## config.mk

```make
export PLATFORM = sky130hd
export DESIGN_NAME = ccrb_register_bank
export DESIGN_NICKNAME = d
export VERILOG_FILES = /design/src/ccrb_pkg.sv /design/src/ccrb_register_bank.sv
export SDC_FILE = /design/constraint.sdc
export NUM_CORES = 1
export LEC_CHECK = 0
export CAP_MARGIN = 20
export CORE_ASPECT_RATIO = 0.9
export CORE_MARGIN = 1
export CORE_UTILIZATION = 49
export CTS_CLUSTER_DIAMETER = 30
export DETAILED_ROUTE_END_ITERATION = 7
export DONT_BUFFER_PORTS = 1
export GPL_TIMING_DRIVEN = 0
export SLEW_MARGIN = 20
export SYNTH_ARGS = -nofsm -noshare
export SYNTH_HDL_FRONTEND = slang
export SYNTH_SLANG_ARGS = --single-unit
```

## constraint.sdc

```tcl
create_clock -name ref_clk_i -period 5.72 [get_ports ref_clk_i]
set_input_delay 0.858 -clock ref_clk_i [delete_from_list [all_inputs] [get_ports ref_clk_i]]
set_output_delay 0.858 -clock ref_clk_i [all_outputs]
set_load 0.02 [all_outputs]
```

## src/ccrb_pkg.sv

```systemverilog
//////////////////////////////////////////////////////////////////////////////
// Contract
// - Slot codes: 000 capture/display, 001 AHB, 011 host bus, 100 draw.
// - Reset: second slot holds AHB code, first slot capture/display code.
// - Reserved write-ignored bits discard writes and read as zero.
// - Group 4 mode field bits 5-4: 00 mode0, 01 mode1, resets to 11.
// - Group 2 mode field bits 2-0: modes 0-4, resets to 111.
// - Strap status is read-only; bits 11-8 show PLL multiplier pins.
// - Bits 3-2 show group 5 pins; 11 decodes as mode 0.
// - Bits 1-0 show group 1 pins; 11 decodes as mode 0.
// - Endian top bit selects big; in big, zero swap bits enable swaps.
// - Endian fields at 22-20, 18-16, 14-12, 10-8; all reset zero.
// - Memory PHY reset bits: bit1 main, bit0 DLL; 0 resets, initial 0.
// - Soft reset bits drive level resets following the stored bit.
// - Soft reset bit 25 UART1, bit 24 UART0, bit 16 DMA.
// - Soft reset bit 7 GPIO, bit 4 display 1, bit 3 display 0.
// - Soft reset bit 2 capture 1, bit 1 capture 0, bit 0 draw engine.
// - Arbiter priority follows slot order, slot 0 highest.
// - Priority writes with codes of 5 or more or duplicates are ignored.
//////////////////////////////////////////////////////////////////////////////
package ccrb_pkg;

    localparam int unsigned ADDR_W = 8;
    localparam int unsigned DATA_W = 32;
    localparam int unsigned NUM_SLOTS = 5;

    // Register byte offsets
    localparam logic [7:0] PRIO_OFFSET    = 8'h2c;
    localparam logic [7:0] PINMUX_OFFSET  = 8'h30;
    localparam logic [7:0] STRAP_OFFSET   = 8'h34;
    localparam logic [7:0] BORDER_OFFSET  = 8'he8;
    localparam logic [7:0] PHYRST_OFFSET  = 8'hec;
    localparam logic [7:0] SOFTRST_OFFSET = 8'hf0;

    // Master codes for the priority slots
    localparam logic [2:0] MASTER_CAPDISP = 3'h0;
    localparam logic [2:0] MASTER_AHB     = 3'h1;
    localparam logic [2:0] MASTER_FIXED   = 3'h2;
    localparam logic [2:0] MASTER_HOST    = 3'h3;
    localparam logic [2:0] MASTER_DRAW    = 3'h4;
    localparam logic [2:0] MASTER_LIMIT   = 3'h5;

    // Priority slot field positions (lsb), slot n at bit 4*n
    localparam int unsigned SLOT_STRIDE = 4;

    // Pin mux fields
    localparam int unsigned G4_LSB = 4;
    localparam int unsigned G2_LSB = 0;
    localparam logic [1:0] G4_RESET = 2'h3;
    localparam logic [2:0] G2_RESET = 3'h7;

    // Strap status fields
    localparam int unsigned PLL_LSB = 8;
    localparam int unsigned G5_LSB  = 2;
    localparam int unsigned G1_LSB  = 0;

    // Byte order: stored bits (endian fields plus reserved keep-zero fields)
    localparam logic [31:0] BORDER_MASK  = 32'h7777_7773;
    localparam logic [31:0] BORDER_RESET = 32'h0000_0000;
    localparam int unsigned SD_LSB = 20;
    localparam int unsigned A0_LSB = 16;
    localparam int unsigned A1_LSB = 12;
    localparam int unsigned A2_LSB = 8;

    // Memory PHY reset bits
    localparam int unsigned PHY_MAIN_BIT = 1;
    localparam int unsigned PHY_DLL_BIT  = 0;
    localparam logic [1:0]  PHYRST_RESET = 2'h0;

    // Soft reset register 0
    localparam logic [31:0] SOFTRST_MASK  = 32'h0301_009f;
    localparam logic [31:0] SOFTRST_RESET = 32'h0000_0000;
    localparam int unsigned SR_UART1   = 25;
    localparam int unsigned SR_UART0   = 24;
    localparam int unsigned SR_DMA     = 16;
    localparam int unsigned SR_GPIO    = 7;
    localparam int unsigned SR_DISP1   = 4;
    localparam int unsigned SR_DISP0   = 3;
    localparam int unsigned SR_CAP1    = 2;
    localparam int unsigned SR_CAP0    = 1;
    localparam int unsigned SR_DRAW    = 0;

    typedef logic [2:0] ccrb_code_t;

    typedef struct packed {
        ccrb_code_t slot4;
        ccrb_code_t slot3;
        ccrb_code_t slot2;
        ccrb_code_t slot1;
        ccrb_code_t slot0;
    } ccrb_prio_t;

    localparam ccrb_prio_t PRIO_RESET = '{
        slot4: MASTER_DRAW, slot3: MASTER_HOST, slot2: MASTER_FIXED,
        slot1: MASTER_AHB, slot0: MASTER_CAPDISP};

    typedef struct packed {
        logic big_endian;
        logic halfword_swap_en;
        logic word_swap_en;
    } ccrb_swap_t;

    typedef struct packed {
        logic uart1;
        logic uart0;
        logic dma;
        logic gpio;
        logic display1;
        logic display0;
        logic capture1;
        logic capture0;
        logic draw_engine;
    } ccrb_soft_reset_t;

endpackage

```

## src/ccrb_register_bank.sv

```systemverilog
`timescale 1ns/1ps
module ccrb_register_bank (
    input  wire logic                        ref_clk_i,        // Bus clock
    input  wire logic                        reset_i,          // Sync reset
    input  wire logic [ccrb_pkg::ADDR_W-1:0] addr_i,           // Byte address
    input  wire logic [ccrb_pkg::DATA_W-1:0] wdata_i,          // Write data
    input  wire logic                        wr_i,             // Write strobe
    input  wire logic                        rd_i,             // Read strobe
    output logic      [ccrb_pkg::DATA_W-1:0] rdata_o,          // Read data
    input  wire logic [3:0]                  pll_strap_pins_i, // PLL pins
    input  wire logic [1:0]                  group5_pins_i,    // Group 5 pins
    input  wire logic [1:0]                  group1_pins_i,    // Group 1 pins
    output ccrb_pkg::ccrb_prio_t             priority_o,       // Slot codes
    output logic [1:0]                       pin_group_four_mode_o, // G4
    output logic [2:0]                       pin_group_two_mode_o,  // G2
    output logic [1:0]                       pin_group_five_mode_o, // G5 dec
    output logic [1:0]                       pin_group_one_mode_o,  // G1 dec
    output ccrb_pkg::ccrb_swap_t             sd_card_byte_order_o,  // SD
    output ccrb_pkg::ccrb_swap_t             audio_port0_byte_order_o, // A0
    output ccrb_pkg::ccrb_swap_t             audio_port1_byte_order_o, // A1
    output ccrb_pkg::ccrb_swap_t             audio_port2_byte_order_o, // A2
    output logic                             mem_phy_main_reset_n_o, // Main
    output logic                             mem_phy_dll_reset_n_o,  // DLL
    output ccrb_pkg::ccrb_soft_reset_t       soft_reset_o      // Macro resets
);

    //////////////////////////////////////////////////////////////////////////
    // Strap synchroniser

    logic [7:0] strap_meta_reg;
    logic [7:0] strap_meta_next;
    logic [7:0] strap_sync_reg;
    logic [7:0] strap_sync_next;

    always_comb begin
        strap_meta_next = {pll_strap_pins_i, group5_pins_i,
                           group1_pins_i};
        strap_sync_next = strap_meta_reg;
    end

    always_ff @(posedge ref_clk_i) begin
        if (reset_i) begin
            strap_meta_reg <= 8'h00;
            strap_sync_reg <= 8'h00;
        end else begin
            strap_meta_reg <= strap_meta_next;
            strap_sync_reg <= strap_sync_next;
        end
    end

    logic [3:0] pll_sync;
    logic [1:0] g5_sync;
    logic [1:0] g1_sync;

    assign pll_sync = strap_sync_reg[7:4];
    assign g5_sync  = strap_sync_reg[3:2];
    assign g1_sync  = strap_sync_reg[1:0];

    //////////////////////////////////////////////////////////////////////////
    // Address decode

    logic sel_prio;
    logic sel_pinmux;
    logic sel_strap;
    logic sel_border;
    logic sel_phyrst;
    logic sel_softrst;

    always_comb begin
        sel_prio    = 1'b0;
        sel_pinmux  = 1'b0;
        sel_strap   = 1'b0;
        sel_border  = 1'b0;
        sel_phyrst  = 1'b0;
        sel_softrst = 1'b0;
        if (addr_i == ccrb_pkg::PRIO_OFFSET) begin
            sel_prio = 1'b1;
        end else if (addr_i == ccrb_pkg::PINMUX_OFFSET) begin
            sel_pinmux = 1'b1;
        end else if (addr_i == ccrb_pkg::STRAP_OFFSET) begin
            sel_strap = 1'b1;
        end else if (addr_i == ccrb_pkg::BORDER_OFFSET) begin
            sel_border = 1'b1;
        end else if (addr_i == ccrb_pkg::PHYRST_OFFSET) begin
            sel_phyrst = 1'b1;
        end else if (addr_i == ccrb_pkg::SOFTRST_OFFSET) begin
            sel_softrst = 1'b1;
        end
    end

    //////////////////////////////////////////////////////////////////////////
    // Priority write check

    ccrb_pkg::ccrb_code_t wr_code [ccrb_pkg::NUM_SLOTS];
    logic                 prio_ok;

    always_comb begin
        prio_ok = 1'b1;
        for (int i = 0; i < ccrb_pkg::NUM_SLOTS; i++) begin
            wr_code[i] = wdata_i[i*ccrb_pkg::SLOT_STRIDE +: 3];
        end
        for (int i = 0; i < ccrb_pkg::NUM_SLOTS; i++) begin
            if (wr_code[i] >= ccrb_pkg::MASTER_LIMIT) begin
                prio_ok = 1'b0;
            end
            for (int j = i + 1; j < ccrb_pkg::NUM_SLOTS; j++) begin
                if (wr_code[i] == wr_code[j]) begin
                    prio_ok = 1'b0;
                end
            end
        end
    end

    //////////////////////////////////////////////////////////////////////////
    // Register state

    ccrb_pkg::ccrb_prio_t prio_reg;
    ccrb_pkg::ccrb_prio_t prio_next;
    logic [1:0]           g4_reg;
    logic [1:0]           g4_next;
    logic [2:0]           g2_reg;
    logic [2:0]           g2_next;
    logic [31:0]          border_reg;
    logic [31:0]          border_next;
    logic [1:0]           phyrst_reg;
    logic [1:0]           phyrst_next;
    logic [31:0]          softrst_reg;
    logic [31:0]          softrst_next;

    always_comb begin
        prio_next    = prio_reg;
        g4_next      = g4_reg;
        g2_next      = g2_reg;
        border_next  = border_reg;
        phyrst_next  = phyrst_reg;
        softrst_next = softrst_reg;
        if (wr_i) begin
            if (sel_prio && prio_ok) begin
                prio_next = '{slot4: wr_code[4], slot3: wr_code[3],
                              slot2: wr_code[2], slot1: wr_code[1],
                              slot0: wr_code[0]};
            end
            if (sel_pinmux) begin
                g4_next = wdata_i[ccrb_pkg::G4_LSB +: 2];
                g2_next = wdata_i[ccrb_pkg::G2_LSB +: 3];
            end
            if (sel_border) begin
                border_next = wdata_i & ccrb_pkg::BORDER_MASK;
            end
            if (sel_phyrst) begin
                phyrst_next = {wdata_i[ccrb_pkg::PHY_MAIN_BIT],
                               wdata_i[ccrb_pkg::PHY_DLL_BIT]};
            end
            if (sel_softrst) begin
                softrst_next = wdata_i &
                               ccrb_pkg::SOFTRST_MASK;
            end
        end
    end

    always_ff @(posedge ref_clk_i) begin
        if (reset_i) begin
            prio_reg    <= ccrb_pkg::PRIO_RESET;
            g4_reg      <= ccrb_pkg::G4_RESET;
            g2_reg      <= ccrb_pkg::G2_RESET;
            border_reg  <= ccrb_pkg::BORDER_RESET;
            phyrst_reg  <= ccrb_pkg::PHYRST_RESET;
            softrst_reg <= ccrb_pkg::SOFTRST_RESET;
        end else begin
            prio_reg    <= prio_next;
            g4_reg      <= g4_next;
            g2_reg      <= g2_next;
            border_reg  <= border_next;
            phyrst_reg  <= phyrst_next;
            softrst_reg <= softrst_next;
        end
    end

    //////////////////////////////////////////////////////////////////////////
    // Read path

    logic [31:0] rdata_reg;
    logic [31:0] rdata_next;

    always_comb begin
        rdata_next = 32'h0000_0000;
        if (rd_i) begin
            if (sel_prio) begin
                rdata_next = {13'h0000, prio_reg.slot4, 1'b0, prio_reg.slot3,
                              1'b0, prio_reg.slot2, 1'b0, prio_reg.slot1,
                              1'b0, prio_reg.slot0};
            end else if (sel_pinmux) begin
                rdata_next[ccrb_pkg::G4_LSB +: 2] = g4_reg;
                rdata_next[ccrb_pkg::G2_LSB +: 3] = g2_reg;
            end else if (sel_strap) begin
                rdata_next[ccrb_pkg::PLL_LSB +: 4] = pll_sync;
                rdata_next[ccrb_pkg::G5_LSB +: 2]  = g5_sync;
                rdata_next[ccrb_pkg::G1_LSB +: 2]  = g1_sync;
            end else if (sel_border) begin
                rdata_next = border_reg;
            end else if (sel_phyrst) begin
                rdata_next[ccrb_pkg::PHY_MAIN_BIT] = phyrst_reg[1];
                rdata_next[ccrb_pkg::PHY_DLL_BIT]  = phyrst_reg[0];
            end else if (sel_softrst) begin
                rdata_next = softrst_reg;
            end
        end
    end

    always_ff @(posedge ref_clk_i) begin
        if (reset_i) begin
            rdata_reg <= 32'h0000_0000;
        end else begin
            rdata_reg <= rdata_next;
        end
    end

    assign rdata_o = rdata_reg;

    //////////////////////////////////////////////////////////////////////////
    // Control outputs

    function automatic logic [1:0] strap_mode(input logic [1:0] pins);
        strap_mode = (pins == 2'h3) ? 2'h0 : pins;
    endfunction

    function automatic ccrb_pkg::ccrb_swap_t swap_ctl(input logic [2:0] f);
        ccrb_pkg::ccrb_swap_t s;
        s.big_endian       = f[2];
        s.halfword_swap_en = f[2] & ~f[1];
        s.word_swap_en     = f[2] & ~f[0];
        swap_ctl = s;
    endfunction

    assign priority_o            = prio_reg;
    assign pin_group_four_mode_o = g4_reg;
    assign pin_group_two_mode_o  = g2_reg;
    assign pin_group_five_mode_o = strap_mode(g5_sync);
    assign pin_group_one_mode_o  = strap_mode(g1_sync);

    assign sd_card_byte_order_o =
        swap_ctl(border_reg[ccrb_pkg::SD_LSB +: 3]);
    assign audio_port0_byte_order_o =
        swap_ctl(border_reg[ccrb_pkg::A0_LSB +: 3]);
    assign audio_port1_byte_order_o =
        swap_ctl(border_reg[ccrb_pkg::A1_LSB +: 3]);
    assign audio_port2_byte_order_o =
        swap_ctl(border_reg[ccrb_pkg::A2_LSB +: 3]);

    assign mem_phy_main_reset_n_o = phyrst_reg[1];
    assign mem_phy_dll_reset_n_o  = phyrst_reg[0];

    assign soft_reset_o = '{
        uart1:       softrst_reg[ccrb_pkg::SR_UART1],
        uart0:       softrst_reg[ccrb_pkg::SR_UART0],
        dma:         softrst_reg[ccrb_pkg::SR_DMA],
        gpio:        softrst_reg[ccrb_pkg::SR_GPIO],
        display1:    softrst_reg[ccrb_pkg::SR_DISP1],
        display0:    softrst_reg[ccrb_pkg::SR_DISP0],
        capture1:    softrst_reg[ccrb_pkg::SR_CAP1],
        capture0:    softrst_reg[ccrb_pkg::SR_CAP0],
        draw_engine: softrst_reg[ccrb_pkg::SR_DRAW]
    };

endmodule

```

After elaboration in Yosys (flattened, before gate mapping)
Cells that the tools add are included.
Word-level totals
  input port bits: 52
  bits in registers: 102
Operators by class
  equal/unequal tests: 18
  bitwise gates (word level): 17
  muxes and demuxes: 51
  reductions and logical operators: 9
  magnitude comparators: 5
Operators with widths (count)
  1-bit two-way mux: 37
  31-bit two-way mux: 1
  3-bit == test: 10
  26-bit two-way mux: 1
  8-bit by 6-bit == test with 1-bit output, second input constant: 3
  8-bit == test, second input constant: 3
  24-bit two-way mux: 1
  19-bit two-way mux: 1
  3-bit greater-or-equal comparator, second input constant: 5
  13-bit two-way mux: 1
  4-bit two-way mux: 3
  2-bit AND reduction: 5
  1-bit NOT: 9
  1-bit bitwise AND: 8
  2-bit two-way mux: 4
  7-bit two-way mux: 1
  5-bit OR reduction: 1
  2-bit == test, second input constant: 2
  4-bit OR reduction: 1
  3-bit two-way mux: 1
  2-bit OR reduction: 1
  1-bit logical AND: 1

Longest topological paths before layout
  depth in word-level cells: 18
  gate-level depth with buffers: 8
  gate-level depth less buffers: 5

Worst setup path after synthesis
Ideal clock, no wire load.
  kind: input-to-reg
  from: input wdata_i[8] in the netlist's numbering
  to: register prio_reg, in the netlist priority_o[0]
  setup time: 0.072 ns
  required time: 5.648 ns
  stages on the path: 7
  setup slack: 2.958 ns
  data arrival time: 2.690 ns
  cell sequence: clkbuf_1 o21ai_0 nand4_1 or4b_1 nor4_4 buf_6 mux2i_1
Between the ends
  word-level cells in the longest chain between the ends: 16
  elaborated cells between the ends (all ways): 20
RTL lines
  start, declared: RTL line ccrb_register_bank.sv:6  | input wire logic [ccrb_pkg::DATA_W-1:0] wdata_i,
  3-bit == test: RTL line ccrb_register_bank.sv:107  | if (wr_code[i] == wr_code[j]) begin
  1-bit two-way mux (3 in series): RTL line ccrb_register_bank.sv:107
  1-bit two-way mux: RTL line ccrb_register_bank.sv:103  | if (wr_code[i] >= ccrb_pkg::MASTER_LIMIT) begin
  1-bit two-way mux (3 in series): RTL line ccrb_register_bank.sv:107
  1-bit two-way mux: RTL line ccrb_register_bank.sv:103
  1-bit two-way mux: RTL line ccrb_register_bank.sv:107
  1-bit two-way mux (*): RTL line ccrb_register_bank.sv:107
  1-bit two-way mux (*): RTL line ccrb_register_bank.sv:103
  1-bit two-way mux (*): RTL line ccrb_register_bank.sv:107
  1-bit two-way mux (*): RTL line ccrb_register_bank.sv:103
  1-bit logical AND (*): RTL line ccrb_register_bank.sv:138  | if (sel_prio && prio_ok) begin
  2-bit AND reduction (no line) (*)
  end signal, assigned: RTL line ccrb_register_bank.sv:163  | prio_reg <= ccrb_pkg::PRIO_RESET;
  end signal, assigned: RTL line ccrb_register_bank.sv:170  | prio_reg <= prio_next;
  end, declared: RTL line ccrb_register_bank.sv:117  | ccrb_pkg::ccrb_prio_t prio_reg;
Every way passes the cells marked *; elsewhere a longest branch is shown, timed or not.
A chain may end at the register's enable or synchronous reset.

Worst setup path in the final report
  from: input wdata_i[8] in the netlist's numbering
  to: register prio_reg, in the netlist priority_o[7]
The elaborated chain is that of the path after synthesis.

==> results by group <==
Clocking
  • CTS root buffer: clkbuf_8
  • Clock latency on the worst-skew pair: 370 ps
  • CTS tree: yes
  • Clock tree buffer depth: 2
  • CTS sink count: 97
  • H-tree depth: 3
  • CTS Buf Count: 9
  • Setup Fix Bufs, Post-CTS: 0
  • CTS clk-pin slew, worst paths: 90 ps
  • # resized after CTS: 0
  • Hold buffer count at CTS: 0

Die
  • Ports: 131
  • Starting density of the core: 51.37%
  • Num rows: 31
  • Die width: 99.41 um
  • Die ar.: 8913 sq um
  • Core box area: 8145 sq um
  • Chip height: 89.67 um

Min path
  • Hold path cells: 2
  • Worst hold path type: reg -> reg

STA
  • Pins Over Slew Limit: 0
  • Fmax: 353.5 MHz
  • Final Hold Fails: 0
  • Tcrit/Tclk final: 49.45%
  • Worst Skew: 6.749 ps
  • Slew HR: 41.95%
  • Final min period: 2829 ps
  • Setup Total Neg Slack: 0 ps
  • Worst slew pin tran: 864.1 ps
  • RSZ-0062 raised after global routing: false
  • Final Setup Violations: 0

Detailed routing
  • WL final: 10,970 um
  • Via-to-Cell Ratio: 5.631
  • DRC violations left: 0
  • Iteration-0 DRC Markers: 169
  • DRT Pass-1 Iters: 4
  • Wire length per cell: 18.50 um
  • Routed Antenna Nets: 0
  • Total number of vias: 3,339

GRT
  • Gr usage total: 25.37%
  • GRT overflow: 0
  • Number of global-route vias before repair: 3,172
  • Largest net degree at the start of global routing: 19
  • Antenna violations before repair: 0
  • First-pass GRT wire length: 16,950 um

Yosys
  • Sequential fraction of the synthesis area: 46.41%
  • Post-synth EDFFs: 0
  • Post-synthesis xor/xnor area fraction: 5.861%
  • Post-Synthesis Cells: 474
  • Mapped Avg Cell Area: 8.827 sq um
  • FF+latch count, synth: 97
  • Simple-gate share of the synthesized area: 23.95%
  • Distinct cell type count after synthesis: 41
  • Cell Area, Synth: 4184 sq um
  • Adder-cell share of the synthesized area: 0%
  • Top cell type's share of synthesized area: 46.41%
  • Largest family of logic cells by synthesized area: simple AND/OR/NAND/NOR gates
  • Synth async-reset ratio: 0%
  • Top post-synthesis cells by area: dfxtp_1 (46%), mux2i_1 (6.2%), nand2_1 (5.5%), nor2b_1 (4.6%), xnor2_1 (3.8%)
  • Yosys top cell by area: dfxtp_1
  • Synth warnings: 0
  • Synth Area in Compound Gates: 11.03%
  • Mux cell area share after synthesis: 6.220%
  • Top FF cell, synth: dfxtp_1

Critical path
  • Arr. time, crit path: 3120 ps
  • Crit Path Category: in -> reg
  • Worst-path fanout max: 10
  • Worst EP required: 6010 ps
  • Crit end category: flip-flop
  • Worst r2r path cells: 5
  • Worst Setup Start Kind: primary input

Power and ir drop
  • Clock network power share: 35.3%
  • Logic pwr share: 7.9%
  • Leak: 1.600 nW
  • Pwr Density: 266.3 nW/um^2
  • Worst vdd ir: 0.1460 mV
  • NetSw: 0.3195 mW
  • Power Internal: 0.8818 mW
  • Net Sw Frac: 26.60%
  • Sequential share of power: 56.8%

Place
  • GP Congestion: 0.8729
  • # port buffers: 0
  • Placed Area: 4323 sq um
  • Post-DP HPWL: 7665 um

Layout
  • Multi-input logic area: 1988 sq um
  • Post-route cell area: 4511 sq um
  • Fin util: 55.38%
  • Diode count: 0
  • Layout Area Growth over Synthesis: 7.805%
  • FF+latch area: 1942 sq um
  • Nets@finish: 541
  • Max reg flops: 27
  • Layout filler cell count: 809
  • Share of layout cells above drive strength 1: 8.097%

Run status
  • Status: complete, no violations

Flow run
  • # Max-Cap Violations: 0
cells in the mapped netlist, types with 8 or more instances:
cell type  count
nand3_1       11
nor2_1        41
a22oi_1       16
dfxtp_1       97
xnor2_1       18
mux2i_1       26
and3_1        14
a21oi_1       28
o21ai_0       10
xor2_1        10
clkbuf_1      24
nand2_1       61
buf_2          8
buf_4         11
nor2b_1       31
nand2b_1      21
final timing paths:
| path | startpoint | endpoint | slack, ps |
|---|---|---|---|
| worst min register to register | strap_sync_reg[7] | rdata_o[11] | 420 |
| worst min-delay path | strap_sync_reg[7] | rdata_o[11] | 420 |
| worst max-delay path | wdata_i[8] | priority_o[7] | 2890 |
| worst max register to register | softrst_reg[0] | rdata_o[0] | 4390 |
critical path, stage by stage:
cell	delay (ps)
clkbuf_1	220
o21ai_0	270
nand4_1	130
or4b_1	590
nor4_4	570
buf_6	280
mux2i_1	200
metal layers:
metal | vias up | GRT usage (%) | share of wire (%)
met5 | - | 0 | 0
met4 | 0 | 6.818 | 1.3
met3 | 13 | 10.06 | 12
met2 | 176 | 41.10 | 45
met1 | 1553 | 31.77 | 42
li1 | 1597 | - | -
power by group through the flow:
stage	sequential [mW]	clock [mW]	combinational [mW]
floorplan	0.698	0	0.0735
global placement	0.698	0	0.0918
detailed placement	0.699	0	0.0937
CTS	0.683	0.436	0.0939
global route	0.684	0.470	0.102
finish	0.683	0.424	0.0946
through the flow:
stage	hold WS, ps	instances	setup slack, ps	total power, mW
2_1_floorplan	395.2	478	2958	0.7714
3_3_place_gp	399.4	577	2563	0.7902
3_5_place_dp	405.0	577	2525	0.7922
4_1_cts	424.1	593	2911	1.212
5_1_grt	445.7	593	2793	1.255
6_report	418.3	593	2891	1.201
cells by family (layout without fill, tap and decap cells):
family,Yosys count,in the layout
AOI/OAI and AO/OA,72,72
buffers and inverters,52,68
and+or+nand+nor,198,198
muxes,26,26
DFF,97,97
xor gates and xnor gates,28,28
other,1,5
area by class of cell:
| type | count | share of cell area, % |
|---|---|---|
| clock buffer | 9 | 2.746 |
| multi-input combinational | 329 | 44.08 |
| clock inverter | 7 | 1.415 |
| sequential | 97 | 43.05 |
| buffer | 47 | 5.548 |
| inverter | 5 | 0.4161 |
| tap | 99 | 2.746 |
layout by cell type, fill, tap and decap left out, types with 8 or more instances in the layout:
cell type and count:
nand2_1 61, buf_2 8, dfxtp_1 97, xnor2_1 18
nor2_1 41, a21oi_1 28, mux2i_1 26, nand2b_1 21
clkbuf_8 9, xor2_1 10, a22oi_1 16, o21ai_0 10
buf_4 11, clkbuf_1 24, nand3_1 11, and3_1 14
nor2b_1 31
(Power assumes the default switching activity.)
